<file path="config.mk">
export PLATFORM = sky130hd
export DESIGN_NAME = sbf_framer
export DESIGN_NICKNAME = d
export VERILOG_FILES = /design/src/include/sbf_pkg.sv /design/src/rtl/sbf_hex_codec.sv /design/src/rtl/sbf_backoff.sv /design/src/rtl/sbf_framer.sv
export SDC_FILE = /design/constraint.sdc
export NUM_CORES = 1
export LEC_CHECK = 0
export ABC_AREA = 1
export BUFFER_PORTS_ARGS = -buffer_cell sky130_fd_sc_hd__buf_2
export CORE_MARGIN = 1.5
export CORE_UTILIZATION = 60
export DETAILED_ROUTE_END_ITERATION = 10
export PLACE_DENSITY = 0.8
export SLEW_MARGIN = 20
export SYNTH_ARGS = -nofsm -noshare
export SYNTH_HDL_FRONTEND = slang
export SYNTH_SLANG_ARGS = --single-unit
export TNS_END_PERCENT = 20
</file>
<file path="constraint.sdc">
create_clock -name clk -period 10.9 [get_ports clk]
set_input_delay 0.545 -clock clk [delete_from_list [all_inputs] [get_ports clk]]
set_output_delay 0.545 -clock clk [all_outputs]
set_load 0.02 [all_outputs]
</file>
<file path="src/include/sbf_pkg.sv">
// Constants, types and states of the serial block transfer framer
// Summary of operation
// [RQ1] Numeric header fields travel as ASCII hex, digit 0 as 30h, A as 41h.
// [RQ2] Types 0-9: first byte 30h read or 38h write, second 30h plus type.
// [RQ3] Bit types 13-22 use first byte 38h or 39h and are write only.
// [RQ4] Only register, input, output, scratchpad, status and I/O bit set/clear accepted.
// [RQ5] Header check equals XOR of header bytes 2 to 15.
// [RQ6] Multi-digit fields go most significant digit first; address in bytes 6-9.
// [RQ7] Data blocks start only after header ACK; direction code picks data flow.
// [RQ8] Up to 256 bytes use one block; longer transfers are split.
// [RQ9] Non-final block: STX, 256 data bytes, ETB, check character.
// [RQ10] Final block: STX, 1 to 256 data bytes, ETX, check character.
// [RQ11] Block check character is XOR over that block's data bytes only.
// [RQ12] Sender of the final block sends EOT after its ACK.
// [RQ13] A master always closes a transaction with EOT.
// [RQ14] Any step that fails aborts the connection with EOT; a target NAKs a bad header or block instead.
// [RQ15] After an enquiry collision wait the back-off, listening for ENQ, then retry.
// [RQ16] No answer to an enquiry counts as a collision too.
// [RQ17] Back-off 300/440, 140/220 or 80/120 ms by rate and ID bit.
// [RQ18] The back-off ID bit steps through the station's own ID.
// [RQ19] Initiator sends a 17-character header after its ENQ is ACKed.
// [RQ20] Target answers ENQ with ACK when idle, NAK when busy.
// [RQ21] Target answers a correct header with ACK, an incorrect one with NAK.
// [RQ22] Each retry moves to the next higher ID bit, starting at bit 0.
package sbf_pkg;
  // Control characters
  localparam logic [7:0] CH_SOH = 8'h01;
  localparam logic [7:0] CH_STX = 8'h02;
  localparam logic [7:0] CH_ETX = 8'h03;
  localparam logic [7:0] CH_EOT = 8'h04;
  localparam logic [7:0] CH_ENQ = 8'h05;
  localparam logic [7:0] CH_ACK = 8'h06;
  localparam logic [7:0] CH_NAK = 8'h15;
  localparam logic [7:0] CH_ETB = 8'h17;
  // ASCII hex digit codes
  localparam logic [7:0] ASCII_ZERO = 8'h30;
  localparam logic [7:0] ASCII_NINE = 8'h39;
  localparam logic [7:0] ASCII_A    = 8'h41;
  localparam logic [7:0] ASCII_F    = 8'h46;
  // Header layout
  localparam logic [7:0] ID_ANY     = 8'hff;
  localparam logic [4:0] HDR_NIB_LO = 5'h01;
  localparam logic [4:0] HDR_ETB_IX = 5'h0f;
  localparam logic [4:0] HDR_LRC_IX = 5'h10;
  localparam logic [4:0] BIT_TYPE_LO = 5'h0d;
  localparam logic [8:0] BLK_BYTES  = 9'h100;
  localparam logic [7:0] ENQ_TRY_MAX = 8'h20;
  // Timing
  localparam int unsigned CLK_MHZ      = 100;
  localparam int unsigned CYC_PER_MS   = CLK_MHZ * 1000;
  localparam int unsigned ENQ_WAIT_MS  = 800;
  localparam int unsigned HDR_ACK_MS   = 2000;
  localparam int unsigned CHAR_WAIT_MS = 800;
  localparam int unsigned BO_300_LO_MS = 300;
  localparam int unsigned BO_300_HI_MS = 440;
  localparam int unsigned BO_600_LO_MS = 140;
  localparam int unsigned BO_600_HI_MS = 220;
  localparam int unsigned BO_FST_LO_MS = 80;
  localparam int unsigned BO_FST_HI_MS = 120;

  typedef enum logic [1:0] {BAUD_300 = 2'h0, BAUD_600 = 2'h1, BAUD_FAST = 2'h2} sbf_baud_t;

  typedef struct packed {
    logic       valid;
    logic [7:0] data;
  } sbf_byte_t;

  typedef struct packed {
    logic [7:0]  tid;
    logic        write;
    logic [4:0]  mtype;
    logic [15:0] addr;
    logic [7:0]  nblk;
    logic [7:0]  last;
    logic [7:0]  sid;
  } sbf_hdr_t;

  typedef enum logic [12:0] {
    ST_IDLE     = 13'h0001,
    ST_SEND     = 13'h0002,
    ST_CLOSE    = 13'h0004,
    ST_ABORT    = 13'h0008,
    ST_ENQ_WAIT = 13'h0010,
    ST_BACKOFF  = 13'h0020,
    ST_HDR_TX   = 13'h0040,
    ST_HDR_ACK  = 13'h0080,
    ST_HDR_RX   = 13'h0100,
    ST_BLK_TX   = 13'h0200,
    ST_BLK_ACK  = 13'h0400,
    ST_BLK_RX   = 13'h0800,
    ST_EOT_WAIT = 13'h1000
  } sbf_state_t;
endpackage

</file>
<file path="src/rtl/sbf_hex_codec.sv">
// Nibble to ASCII hex and ASCII hex to nibble conversion
`timescale 1ns/10ps
module sbf_hex_codec (
  input  wire logic [3:0] nib_in,
  input  wire logic [7:0] chr_in,
  output logic      [7:0] chr_out,
  output logic      [3:0] nib_out,
  output logic            nib_ok
);
  import sbf_pkg::*;

  // Encode one digit and decode one received character
  always_comb begin
    if (nib_in < 4'ha) begin
      chr_out = ASCII_ZERO + {4'h0, nib_in}; // [RQ1]
    end else begin
      chr_out = ASCII_A + {4'h0, nib_in - 4'ha}; // [RQ1]
    end
    nib_out = chr_in[3:0];
    nib_ok  = 1'b1;
    if (chr_in >= ASCII_A && chr_in <= ASCII_F) begin
      nib_out = chr_in[3:0] + 4'h9; // [RQ1]
    end else if (chr_in < ASCII_ZERO || chr_in > ASCII_NINE) begin
      nib_ok = 1'b0;
    end
  end
endmodule

</file>
<file path="src/rtl/sbf_backoff.sv">
// Collision back-off timer that steps through the station ID bits
`timescale 1ns/10ps
module sbf_backoff #(
  parameter int unsigned MS_CYC = sbf_pkg::CYC_PER_MS
) (
  input  wire logic             clk,
  input  wire logic             rst,
  input  wire logic             start,
  input  wire logic             restart,
  input  wire logic [7:0]       own_id,
  input  wire sbf_pkg::sbf_baud_t baud,
  output logic                  done
);
  import sbf_pkg::*;

  typedef struct packed {
    logic [31:0] cnt;
    logic [2:0]  bit_ix;
    logic        run;
    logic        done;
  } sbf_bo_t;

  sbf_bo_t r;
  sbf_bo_t s;

  // Back-off length for a rate and an ID bit value
  function automatic logic [31:0] bo_load(input sbf_baud_t b, input logic one);
    int unsigned ms;
    case (b)
      BAUD_300: ms = one ? BO_300_HI_MS : BO_300_LO_MS; // [RQ17]
      BAUD_600: ms = one ? BO_600_HI_MS : BO_600_LO_MS; // [RQ17]
      default:  ms = one ? BO_FST_HI_MS : BO_FST_LO_MS; // [RQ17]
    endcase
    return 32'(ms * MS_CYC);
  endfunction

  // Next state: load on start, count down, pulse done at the end
  always_comb begin
    logic [2:0] ix;
    s      = r;
    ix     = restart ? 3'h0 : r.bit_ix; // [RQ22]
    s.bit_ix = ix;
    s.done = 1'b0;
    if (start) begin
      s.cnt    = bo_load(baud, own_id[ix]); // [RQ18]
      s.bit_ix = ix + 3'h1; // [RQ22]
      s.run    = 1'b1;
    end else if (r.run) begin
      if (r.cnt <= 32'h1) begin
        s.run  = 1'b0;
        s.done = 1'b1;
      end else begin
        s.cnt = r.cnt - 32'h1;
      end
    end
  end

  // State register
  always_ff @(posedge clk) begin
    if (rst) begin
      r <= '0;
    end else begin
      r <= s;
    end
  end

  assign done = r.done;
endmodule

</file>
<file path="src/rtl/sbf_framer.sv">
// Block transfer framer: enquiry, header, data blocks and termination
`timescale 1ns/10ps
module sbf_framer #(
  parameter int unsigned MS_CYC = sbf_pkg::CYC_PER_MS
) (
  input  wire logic               clk,
  input  wire logic               rst,
  input  wire logic [7:0]         own_id,
  input  wire sbf_pkg::sbf_baud_t baud,
  input  wire logic               master_mode,
  input  wire logic               local_busy,
  input  wire sbf_pkg::sbf_byte_t rx,
  output sbf_pkg::sbf_byte_t      tx,
  input  wire logic               tx_ready,
  input  wire logic               req_start,
  input  wire sbf_pkg::sbf_hdr_t  req_hdr,
  output logic                    src_req,
  input  wire sbf_pkg::sbf_byte_t src_data,
  output sbf_pkg::sbf_byte_t      snk,
  output sbf_pkg::sbf_hdr_t       hdr_out,
  output logic                    hdr_valid,
  output logic                    busy,
  output logic                    done,
  output logic                    error
);
  import sbf_pkg::*;

  localparam logic [31:0] T_ENQ  = 32'(ENQ_WAIT_MS * MS_CYC);
  localparam logic [31:0] T_HACK = 32'(HDR_ACK_MS * MS_CYC);
  localparam logic [31:0] T_CHAR = 32'(CHAR_WAIT_MS * MS_CYC);

  typedef struct packed {
    sbf_state_t  st;
    sbf_state_t  ret;
    logic        src;
    sbf_hdr_t    hdr;
    logic [4:0]  idx;
    logic [1:0]  ph;
    logic [7:0]  block_check_character;
    logic [7:0]  pend;
    logic [8:0]  blk;
    logic [8:0]  cnt;
    logic [55:0] sr;
    logic        bad;
    logic        wait_d;
    logic        have;
    logic [7:0]  tries;
    logic [31:0] tmr;
    sbf_byte_t   tx;
    sbf_byte_t   snk;
    logic        src_req;
    logic        hdr_valid;
    logic        busy;
    logic        done;
    logic        err;
    logic        bo_start;
    logic        bo_clr;
  } sbf_regs_t;

  sbf_regs_t   r;
  sbf_regs_t   s;
  logic        tfree;
  logic        tmo;
  logic        bo_done;
  logic [55:0] hvec;
  logic [55:0] hsh;
  logic [7:0]  hchr;
  logic [3:0]  rnib;
  logic        rnib_ok;
  sbf_hdr_t    rh;
  logic [8:0]  cur_len;
  logic [8:0]  rh_total;

  // Memory types this station serves; bit functions only as writes
  function automatic logic type_ok(input logic wr, input logic [7:0] code);
    logic ok;
    ok = 1'b0;
    if (code[6:5] == 2'h0) begin
      case (code[4:0])
        5'h01, 5'h02, 5'h03, 5'h06, 5'h09: ok = 1'b1; // [RQ4]
        5'h0d, 5'h0e, 5'h11, 5'h12: ok = wr; // [RQ3] [RQ4]
        default: ok = 1'b0;
      endcase
    end
    return ok;
  endfunction

  // Total blocks: complete ones plus a short last one
  function automatic logic [8:0] blocks(input logic [7:0] nb, input logic [7:0] lb);
    return {1'b0, nb} + {8'h0, lb != 8'h0}; // [RQ8]
  endfunction

  // Header digits in send order; type byte holds the write flag in bit 7
  assign hvec = {r.hdr.tid, r.hdr.write, 2'h0, r.hdr.mtype, r.hdr.addr,
                 r.hdr.nblk, r.hdr.last, r.hdr.sid}; // [RQ2] [RQ3]
  assign hsh  = hvec << {r.idx - HDR_NIB_LO, 2'h0}; // [RQ6]

  sbf_hex_codec u_codec (
    .nib_in  (hsh[55:52]),
    .chr_in  (rx.data),
    .chr_out (hchr),
    .nib_out (rnib),
    .nib_ok  (rnib_ok)
  );

  sbf_backoff #(
    .MS_CYC (MS_CYC)
  ) u_backoff (
    .clk     (clk),
    .rst     (rst),
    .start   (r.bo_start),
    .restart (r.bo_clr),
    .own_id  (own_id),
    .baud    (baud),
    .done    (bo_done)
  );

  // Received header fields, complete after the last digit
  always_comb begin
    rh.tid   = r.sr[55:48];
    rh.write = r.sr[47];
    rh.mtype = r.sr[44:40];
    rh.addr  = r.sr[39:24]; // [RQ6]
    rh.nblk  = r.sr[23:16];
    rh.last  = r.sr[15:8];
    rh.sid   = r.sr[7:0];
  end

  // Transmit slot, timeout and current block length
  assign tfree    = !r.tx.valid || tx_ready;
  assign tmo      = (r.tmr == 32'h0);
  assign rh_total = blocks(rh.nblk, rh.last);
  assign cur_len  = (r.blk == 9'h1 && r.hdr.last != 8'h0) ? {1'b0, r.hdr.last} : BLK_BYTES; // [RQ9] [RQ10]

  // Protocol sequencer
  always_comb begin
    s           = r;
    s.src_req   = 1'b0;
    s.snk.valid = 1'b0;
    s.hdr_valid = 1'b0;
    s.done      = 1'b0;
    s.err       = 1'b0;
    s.bo_start  = 1'b0;
    s.bo_clr    = 1'b0;
    if (tx_ready) begin
      s.tx.valid = 1'b0;
    end
    if (!tmo) begin
      s.tmr = r.tmr - 32'h1;
    end
    case (r.st)
      ST_IDLE: begin
        if (rx.valid && rx.data == CH_ENQ) begin
          s.src  = 1'b0;
          s.pend = local_busy ? CH_NAK : CH_ACK; // [RQ20]
          s.ret  = local_busy ? ST_IDLE : ST_HDR_RX;
          s.idx  = 5'h0;
          s.tmr  = T_CHAR;
          s.st   = ST_SEND;
        end else if (req_start) begin
          s.src       = 1'b1;
          s.hdr       = req_hdr;
          s.hdr.sid   = own_id;
          s.hdr.write = req_hdr.write || req_hdr.mtype >= BIT_TYPE_LO; // [RQ3]
          s.tries     = 8'h0;
          s.bo_clr    = 1'b1; // [RQ22]
          s.pend      = CH_ENQ;
          s.ret       = ST_ENQ_WAIT;
          s.tmr       = T_ENQ;
          s.st        = ST_SEND;
        end
      end
      ST_SEND: begin
        // One control character, then on to the stored state
        if (tfree) begin
          s.tx = '{valid: 1'b1, data: r.pend};
          s.st = r.ret;
        end
      end
      ST_CLOSE: begin
        s.pend = CH_EOT; // [RQ12] [RQ13]
        s.ret  = ST_IDLE;
        s.done = 1'b1;
        s.st   = ST_SEND;
      end
      ST_ABORT: begin
        s.pend = CH_EOT; // [RQ14]
        s.ret  = ST_IDLE;
        s.err  = 1'b1;
        s.st   = ST_SEND;
      end
      ST_ENQ_WAIT: begin
        if (rx.valid && rx.data == CH_ACK) begin
          s.idx = 5'h0; // [RQ19]
          s.block_check_character = 8'h0;
          s.st  = ST_HDR_TX;
        end else if (rx.valid && rx.data != CH_ENQ) begin
          s.st = ST_ABORT; // [RQ14]
        end else if (rx.valid || tmo) begin
          // Enquiry crossed ours or nobody answered: collision
          s.tries = r.tries + 8'h1; // [RQ15] [RQ16]
          if (r.tries == ENQ_TRY_MAX) begin
            s.st = ST_ABORT; // [RQ14]
          end else begin
            s.bo_start = 1'b1; // [RQ18]
            s.st       = ST_BACKOFF;
          end
        end
      end
      ST_BACKOFF: begin
        // Listen for the other side while waiting
        if (rx.valid && rx.data == CH_ENQ) begin
          s.src  = 1'b0;
          s.pend = local_busy ? CH_NAK : CH_ACK; // [RQ15] [RQ20]
          s.ret  = local_busy ? ST_IDLE : ST_HDR_RX;
          s.idx  = 5'h0;
          s.tmr  = T_CHAR;
          s.st   = ST_SEND;
        end else if (bo_done) begin
          s.pend = CH_ENQ; // [RQ15]
          s.ret  = ST_ENQ_WAIT;
          s.tmr  = T_ENQ;
          s.st   = ST_SEND;
        end
      end
      ST_HDR_TX: begin
        if (tfree) begin
          s.tx.valid = 1'b1;
          s.idx      = r.idx + 5'h1;
          if (r.idx == 5'h0) begin
            s.tx.data = CH_SOH; // [RQ19]
          end else if (r.idx == HDR_ETB_IX) begin
            s.tx.data = CH_ETB;
          end else if (r.idx == HDR_LRC_IX) begin
            s.tx.data = r.block_check_character; // [RQ5]
            s.tmr     = T_HACK;
            s.st      = ST_HDR_ACK;
          end else begin
            s.tx.data = hchr; // [RQ1] [RQ6]
            s.block_check_character     = r.block_check_character ^ hchr; // [RQ5]
          end
        end
      end
      ST_HDR_ACK: begin
        if (rx.valid && rx.data == CH_ACK) begin
          s.blk    = blocks(r.hdr.nblk, r.hdr.last); // [RQ8]
          s.ph     = 2'h0;
          s.wait_d = 1'b0;
          s.have   = 1'b0;
          s.tmr    = T_CHAR;
          s.st     = r.hdr.write ? ST_BLK_TX : ST_BLK_RX; // [RQ7]
        end else if (rx.valid || tmo) begin
          s.st = ST_ABORT; // [RQ14]
        end
      end
      ST_HDR_RX: begin
        if (tmo) begin
          s.st = ST_IDLE;
        end else if (rx.valid) begin
          s.tmr = T_CHAR;
          s.idx = r.idx + 5'h1;
          if (r.idx == 5'h0) begin
            s.idx = (rx.data == CH_SOH) ? 5'h1 : 5'h0;
            s.block_check_character = 8'h0;
            s.bad = 1'b0;
          end else if (r.idx == HDR_ETB_IX) begin
            s.bad = r.bad || rx.data != CH_ETB;
          end else if (r.idx == HDR_LRC_IX) begin
            s.ret = ST_IDLE;
            if (!r.bad && rx.data == r.block_check_character && rh_total != 9'h0 && // [RQ5]
                (rh.tid == own_id || rh.tid == ID_ANY) &&
                type_ok(rh.write, r.sr[47:40])) begin // [RQ3] [RQ4]
              s.pend      = CH_ACK; // [RQ21]
              s.hdr       = rh;
              s.hdr_valid = 1'b1;
              s.blk       = rh_total;
              s.ph        = 2'h0;
              s.wait_d    = 1'b0;
              s.have      = 1'b0;
              s.ret       = rh.write ? ST_BLK_RX : ST_BLK_TX; // [RQ7]
            end else begin
              s.pend = CH_NAK; // [RQ21]
            end
            s.st = ST_SEND;
          end else begin
            s.sr  = {r.sr[51:0], rnib}; // [RQ1] [RQ6]
            s.bad = r.bad || !rnib_ok;
            s.block_check_character = r.block_check_character ^ rx.data; // [RQ5]
          end
        end
      end
      ST_BLK_TX: begin
        // Fetch one byte at a time from the local side
        if (r.ph == 2'h1 && !r.wait_d && !r.have) begin
          s.src_req = 1'b1;
          s.wait_d  = 1'b1;
        end
        if (r.wait_d && src_data.valid) begin
          s.pend   = src_data.data;
          s.wait_d = 1'b0;
          s.have   = 1'b1;
        end
        if (tfree) begin
          case (r.ph)
            2'h0: begin
              s.tx  = '{valid: 1'b1, data: CH_STX}; // [RQ9] [RQ10]
              s.block_check_character = 8'h0; // [RQ11]
              s.cnt = cur_len; // [RQ8]
              s.ph  = 2'h1;
            end
            2'h1: begin
              if (r.have) begin
                s.tx   = '{valid: 1'b1, data: r.pend};
                s.block_check_character  = r.block_check_character ^ r.pend; // [RQ11]
                s.have = 1'b0;
                s.cnt  = r.cnt - 9'h1;
                if (r.cnt == 9'h1) begin
                  s.ph = 2'h2;
                end
              end
            end
            2'h2: begin
              s.tx = '{valid: 1'b1, data: (r.blk == 9'h1) ? CH_ETX : CH_ETB}; // [RQ9] [RQ10]
              s.ph = 2'h3;
            end
            default: begin
              s.tx  = '{valid: 1'b1, data: r.block_check_character}; // [RQ11]
              s.tmr = T_CHAR;
              s.st  = ST_BLK_ACK;
            end
          endcase
        end
      end
      ST_BLK_ACK: begin
        if (rx.valid && rx.data == CH_ACK) begin
          s.blk = r.blk - 9'h1;
          s.ph  = 2'h0;
          s.st  = (r.blk == 9'h1) ? ST_CLOSE : ST_BLK_TX; // [RQ12]
        end else if (rx.valid || tmo) begin
          s.st = ST_ABORT; // [RQ14]
        end
      end
      ST_BLK_RX: begin
        if (tmo) begin
          s.st = ST_ABORT; // [RQ14]
        end else if (rx.valid) begin
          s.tmr = T_CHAR;
          case (r.ph)
            2'h0: begin
              s.block_check_character = 8'h0; // [RQ11]
              s.cnt = cur_len; // [RQ9] [RQ10]
              s.bad = 1'b0;
              s.ph  = 2'h1;
              if (rx.data != CH_STX) begin
                s.st = (rx.data == CH_EOT) ? ST_IDLE : ST_ABORT; // [RQ14]
                s.err = (rx.data == CH_EOT);
              end
            end
            2'h1: begin
              s.snk = rx; // [RQ7]
              s.block_check_character = r.block_check_character ^ rx.data; // [RQ11]
              s.cnt = r.cnt - 9'h1;
              if (r.cnt == 9'h1) begin
                s.ph = 2'h2;
              end
            end
            2'h2: begin
              s.bad = rx.data != ((r.blk == 9'h1) ? CH_ETX : CH_ETB); // [RQ9] [RQ10]
              s.ph  = 2'h3;
            end
            default: begin
              s.ph = 2'h0;
              if (!r.bad && rx.data == r.block_check_character) begin
                s.pend = CH_ACK;
                s.blk  = r.blk - 9'h1;
                s.st   = ST_SEND;
                if (r.blk != 9'h1) begin
                  s.ret = ST_BLK_RX;
                end else if (r.src && master_mode) begin
                  s.ret = ST_CLOSE; // [RQ13]
                end else begin
                  s.ret = ST_EOT_WAIT; // [RQ12]
                end
              end else if (r.src) begin
                s.st = ST_ABORT; // [RQ14]
              end else begin
                s.pend = CH_NAK;
                s.ret  = ST_EOT_WAIT;
                s.err  = 1'b1;
                s.st   = ST_SEND;
              end
            end
          endcase
        end
      end
      ST_EOT_WAIT: begin
        if (rx.valid && rx.data == CH_EOT) begin
          s.done = 1'b1; // [RQ12]
          s.st   = ST_IDLE;
        end else if (tmo) begin
          s.err = 1'b1;
          s.st  = ST_IDLE;
        end
      end
      default: begin
        s.st = ST_IDLE;
      end
    endcase
    s.busy = (s.st != ST_IDLE);
  end

  // State register
  always_ff @(posedge clk) begin
    if (rst) begin
      r     <= '0;
      r.st  <= ST_IDLE;
      r.ret <= ST_IDLE;
    end else begin
      r <= s;
    end
  end

  // Outputs straight from the state register
  assign tx        = r.tx;
  assign src_req   = r.src_req;
  assign snk       = r.snk;
  assign hdr_out   = r.hdr;
  assign hdr_valid = r.hdr_valid;
  assign busy      = r.busy;
  assign done      = r.done;
  assign error     = r.err;
endmodule

</file>
Word-level counts from Yosys, hierarchy flattened --
Index checks and enable logic that the tools add are counted.
Word-level totals: register bits after elaboration 283, bits of input ports 88, output and inout port bits 77, logic and storage cells 440
Cells by class: equal/unequal tests 84, muxes and demuxes 197, multipliers 1, reduce and logical (&&, ||, !) cells 81, magnitude comparators 8, add/subtract/negate cells 14, bitwise operators 16, shift-type cells 1
Operators with widths (count):
- two-way mux 32 bit | 15
- two-way mux 13 bit | 24
- two-way mux 54 bit | 5
- two-way mux 26 bit | 8
- case mux 32 bit (6 select lines) | 1
- two-way mux 8 bit | 23
- two-way mux 86 bit | 2
- case mux 13 bit (12 select lines) | 1
- case mux 54 bit (2 select lines) | 1
- two-way mux 9 bit | 11
- two-way mux 41 bit | 2
- two-way mux 81 bit | 1
- two-way mux 36 bit | 2
- case mux 13 bit (5 select lines) | 1
- case mux 32 bit (2 select lines) | 1
- subtractor 32 x 1 -> 32 bit (second input constant) | 2
- two-way mux 57 bit | 1
- << shifter 56 x 7 -> 56 bit | 1
- two-way mux 27 bit | 2
- != test 2 bit (second input constant) | 27
- case mux 9 bit (2 select lines) | 3
- case mux 9 bit (3 select lines) | 2
- two-way mux 17 bit | 3
- case mux 8 bit (2 select lines) | 3
- other kinds (108) | 260

Longest topological paths before layout --
word-level depth 19, gate-level depth with buffers 29

Cells and area by module --
From an unflattened synthesis, not the netlist that was laid out.
Unflattened totals: cell total of the unflattened synthesis 2916, area, all modules 19252.2 µm²
By module, submodules not included:
- sbf_framer | cells an instance 2300, seq. area each 4804.6 µm², area each 15074.5 µm², instances 1
- sbf_backoff | cells an instance 557, seq. area each 740.7 µm², area each 3836.2 µm², instances 1
- sbf_hex_codec | cells an instance 59, seq. area each 0.0 µm², area each 341.6 µm², instances 1

Least setup slack after synthesis --
OpenSTA, ideal clock, no wires.
kind input to register, start input baud[0], end register u_backoff.r[31] (netlist name), stages 23, path slack 6.545 ns, data required time 10.768 ns, data arrival time 4.223 ns, buffers on the path 1, cell sequence nor2_1 inv_1 ha_1 a21oi_1 inv_1 ha_1 inv_1 ha_1 ha_1 inv_1 fa_1 inv_1 ha_1 ha_1 clkbuf_1 a21oi_1 or2_2 nand3_1 nand2_1 nand3_1 nand2_1 nand3_1 a21oi_1
On the way: word-level cells in the longest chain between the ends 5, elaborated cells on any way between the ends 6, classes of those cells 1 x mul; 1 x eq/ne; 3 x mux; 1 x reduce/logical
RTL lines:
- from (decl) | line sbf_framer.sv:9 | input wire sbf_pkg::sbf_baud_t baud,
- equality test 2 x 1 -> 1 bit / logical NOT 2 bit (equally long branches) | line sbf_backoff.sv:29 | case (b)
- case mux 32 bit (2 select lines) * | line sbf_backoff.sv:29
- two-way mux 32 bit * | line sbf_backoff.sv:44 | if (start) begin
- multiplier 32 x 12 -> 27 bit * | line sbf_backoff.sv:34 | return 32'(ms * MS_CYC);
- two-way mux 32 bit * | line sbf_backoff.sv:44
- to (signal assigned) | line sbf_backoff.sv:63 | r <= s;
- to (decl) | line sbf_backoff.sv:23 | sbf_bo_t r;
Every way passes the cells marked *; elsewhere a longest branch is shown, timed or not. The select of a mux whose other input is x is not followed. A chain may end at the register's enable or synchronous reset.

Final worst setup path --
start register r[0] (netlist name), end register u_backoff.r[31] (netlist name)
On the way: word-level cells in the longest chain between the ends 8, elaborated cells on any way between the ends 10, classes of those cells 1 x mul; 9 x mux
RTL lines:
- from (decl) | line sbf_framer.sv:60 | sbf_regs_t r;
- from (signal assigned) | line sbf_framer.sv:419 | r <= s;
- two-way mux 3 bit * | line sbf_backoff.sv:41 | ix = restart ? 3'h0 : r.bit_ix;
- binary-select mux 1 bit (select 3 bit) * | line sbf_backoff.sv:45 | s.cnt = bo_load(baud, own_id[ix]);
- two-way mux 1 bit (implied by the code) * | line sbf_backoff.sv:45
- two-way mux 8 bit, or another cell as far along | line sbf_backoff.sv:30 | BAUD_300: ms = one ? BO_300_HI_MS : BO_300_LO_MS;
- case mux 32 bit (2 select lines) * | line sbf_backoff.sv:29
- two-way mux 32 bit * | line sbf_backoff.sv:44
- multiplier 32 x 12 -> 27 bit * | line sbf_backoff.sv:34
- two-way mux 32 bit * | line sbf_backoff.sv:44
Marks and branches as above.

==> reports/metrics.yaml <==
clocking:
  tritoncts: "yes"
  clkLatencyLatePin_ps: 590
  clock_path_buffers: 3
  cts_hold_buf: 0
  clkTransAtPathRegs_ps: 60
  cts_resized: 0
  cts.htree.levels: 1
  cts_made_buffers: 31
  clock_sinks: 277
  clock-root-buffer: "clkbuf_16"
  post_cts_buffers: 0
sta:
  max_slew.worst_pin.slew_ps: 1031
  final_max_slew_viol_count: 0
  clock_skew_ps: 8.952
  maxSlewHeadroom_pct: 31.01
  rsz0062_at_grt: "no"
  timing.fmax_ghz: 0.1982
  timing.final.hold_violations: 0
  worst_slack_ps: 5854
  setup_tns_ps: 0
  layout_min_cycle_time_ps: 5046
  timing.hold.ws_ps: 186.5
  fin_crit_sh_pct: 46.29
  setup_viol: 0
power:
  p_switching_mw: 1.127
  p_total_mw: 3.116
  power.density_mw_per_mm2: 150.3
  internal_power_mw: 1.989
  cellLeakagePower_nw: 9.789
  ir_worst_vdd_uv: 123.2
  netSwitchingFraction_pct: 36.17
  seq_power_share_pct: 37.3
  p_clk_share_pct: 33.6
  p_comb_share_pct: 29.1
cells_and_area:
  final_area_mm2: 0.02074
  fin_util_pct: 65.38
  drive_gt1_share_pct: 11.89
  final_cells: 3396
  final_nets: 3143
  area_growth_syn_to_layout_pct: 6.915
global_route:
  antenna_found_initial: 1
  gr-usage-met1_pct: 47.71
  grt_max_degree: 113
  use_met3_pct: 5.421
  grt_pass1_vias: 18740
  grt.overflow.total: 0
  grt_use_met2_pct: 60.17
  grt_pass1_wl_um: 97780
  grtUsageTotal_pct: 36.21
  gr-max-usage-layer: "met2"
floorplan:
  die_h_um: 182.8
  die_w_um: 182.8
  io_pins: 165
  core-area_mm2: 0.03172
  fp-row-count: 65
  fp.dieArea_mm2: 0.03341
  start_util_pct: 61.15
detailed_routing:
  drc: 0
  via_count: 20260
  final_antenna_net_count: 0
  dr.pass1.iters: 6
  totalWireLength_um: 61940
  drt_iter0_markers: 2277
  via_per_inst: 5.966
  wire_per_inst_um: 18.24
place:
  placedInstanceArea_mm2: 0.01971
  place_inst: 3338
  place_ws_ps: 5799
  portBuffers: 156
  post-dp-hpwl_um: 45820
  gp_congestion: 1.025
logic_synthesis:
  synth-edff-count: 0
  synthTopCellsByArea: "dfxtp_1 29%, nand2_1 11%, nor2_1 6.9%"
  synth_area_mm2: 0.01939
  syn_area_per_cell_um2: 6.561
  synth.largest_area_cell: "dfxtp_1"
  synth_seq_cells: 277
  ys_warn_count: 0
  ys_seq_area_share_pct: 28.59
  syn_nets: 3129
  ys_top_cells_by_count: "588 x nand2_1, 358 x nor2_1, 355 x inv_1"
  synthDistinctLibCells: 72
  yosysTopAreaCellShare_pct: 28.59
  netlist_instances: 2956
  synth_ff_type: "dfxtp_1"
  synthMostInstantiatedCell: "nand2_1"
  synthArstFlopShare_pct: 0
worst_setup_path:
  cpMostUsedCell: "ha_1"
  cpPeakStageDelay_ps: 560
  worst_path_max_delay_cell: "a21oi_1"
  cp-end-kind: "register"
  cp-start-kind: "register"
  critical_path_class: "reg -> reg"
  worstPathRequired_ps: 11420
  cp_data_arrival_time_ps: 5560
  cp_max_fo: 7
run:
  drv_cap: 0
worst_hold_path:
  hp-class: "in -> reg"
outcome:
  status: "finished clean"
## flip-flops by register name (all words and copies together) (netlist names), 9 cells and up
register,cells
hdr_out,54
tx,9
u_backoff.r,36
r,163
snk,9
## per-layer routing
metal | up-vias | share of wire (%)
li1 | 9690 | -
met1 | 9407 | 41
met2 | 990 | 46
met3 | 173 | 8.9
met4 | 0 | 3.6
met5 | - | 0
## placed cells by master, fill, tap and decap left out, types with 6 or more instances in the layout
cell type and count:
a211oi_1 12, a21oi_1 229, a221oi_1 8, a31oi_1 63, buf_2 155, buf_4 12
clkbuf_1 11, clkbuf_16 31, clkinv_2 8, dfxtp_1 277, fa_1 6, ha_1 79
inv_1 355, inv_2 27, nand2_1 588, nand2_2 20, nand3_1 163, nand3b_1 7
nand4_1 88, nor2_1 358, nor2_2 17, nor2_4 14, nor3_1 49, nor3_2 7
nor3b_1 8, nor3b_2 6, nor4_1 25, o211ai_1 16, o21ai_0 160, o21ai_1 18
o221ai_1 6, or2_2 9, xnor2_1 19, xor2_1 55
## kinds of logic (layout without fill, tap and decap cells)
kind of cell / after synthesis / after routing / synth area share [%]
AO/OA/AOI/OAI: 555 / 555 / 16.22
XOR/XNOR: 74 / 74 / 3.342
AND/OR/NAND/NOR: 1388 / 1388 / 33.04
flip-flops: 277 / 277 / 28.59
other: 0 / 1 / 0
buffers and inverters: 577 / 614 / 13.09
adder cells (fa/ha/maj): 85 / 85 / 5.716
## worst paths after layout
check | startpoint | to | slack, ps | depth (start not counted)
setup / recovery | r[0] | u_backoff.r[31] | 5850 | 26
hold / removal | src_data[7] | r[149] | 190 | 3
setup reg to reg | r[0] | u_backoff.r[31] | 5850 | 26
hold reg to reg | snk[2] | snk[2] | 440 | 2
## layout make-up
class	instances	area, um2
clock inverter	9	110.1
multi-input combinational	2102	11320
sequential	277	5545
timing repair buffer	168	893.4
fill	2935	10980
clock buffer	47	885.9
tap	402	503.0
inverter	390	1476
antenna	1	2.502
## worst max-delay path, delay by kind of cell (launching register included)
kind            cells  cell delay [ps]
compound gates      6             1340
fa+ha+maj           6             1840
buf+inv             5              480
flops               1              290
simple gates        9             1030
## power groups by stage
stage          sequential (mW)  clock [mW]  combinational [mW]
2_1_floorplan             1.16           0               0.702
3_3_place_gp              1.18           0               0.860
3_5_place_dp              1.18           0               0.881
4_1_cts                   1.16        1.05               0.887
5_1_grt                   1.17        1.09               0.996
6_report                  1.16        1.05               0.906
Power figures use the tool's default switching activity.
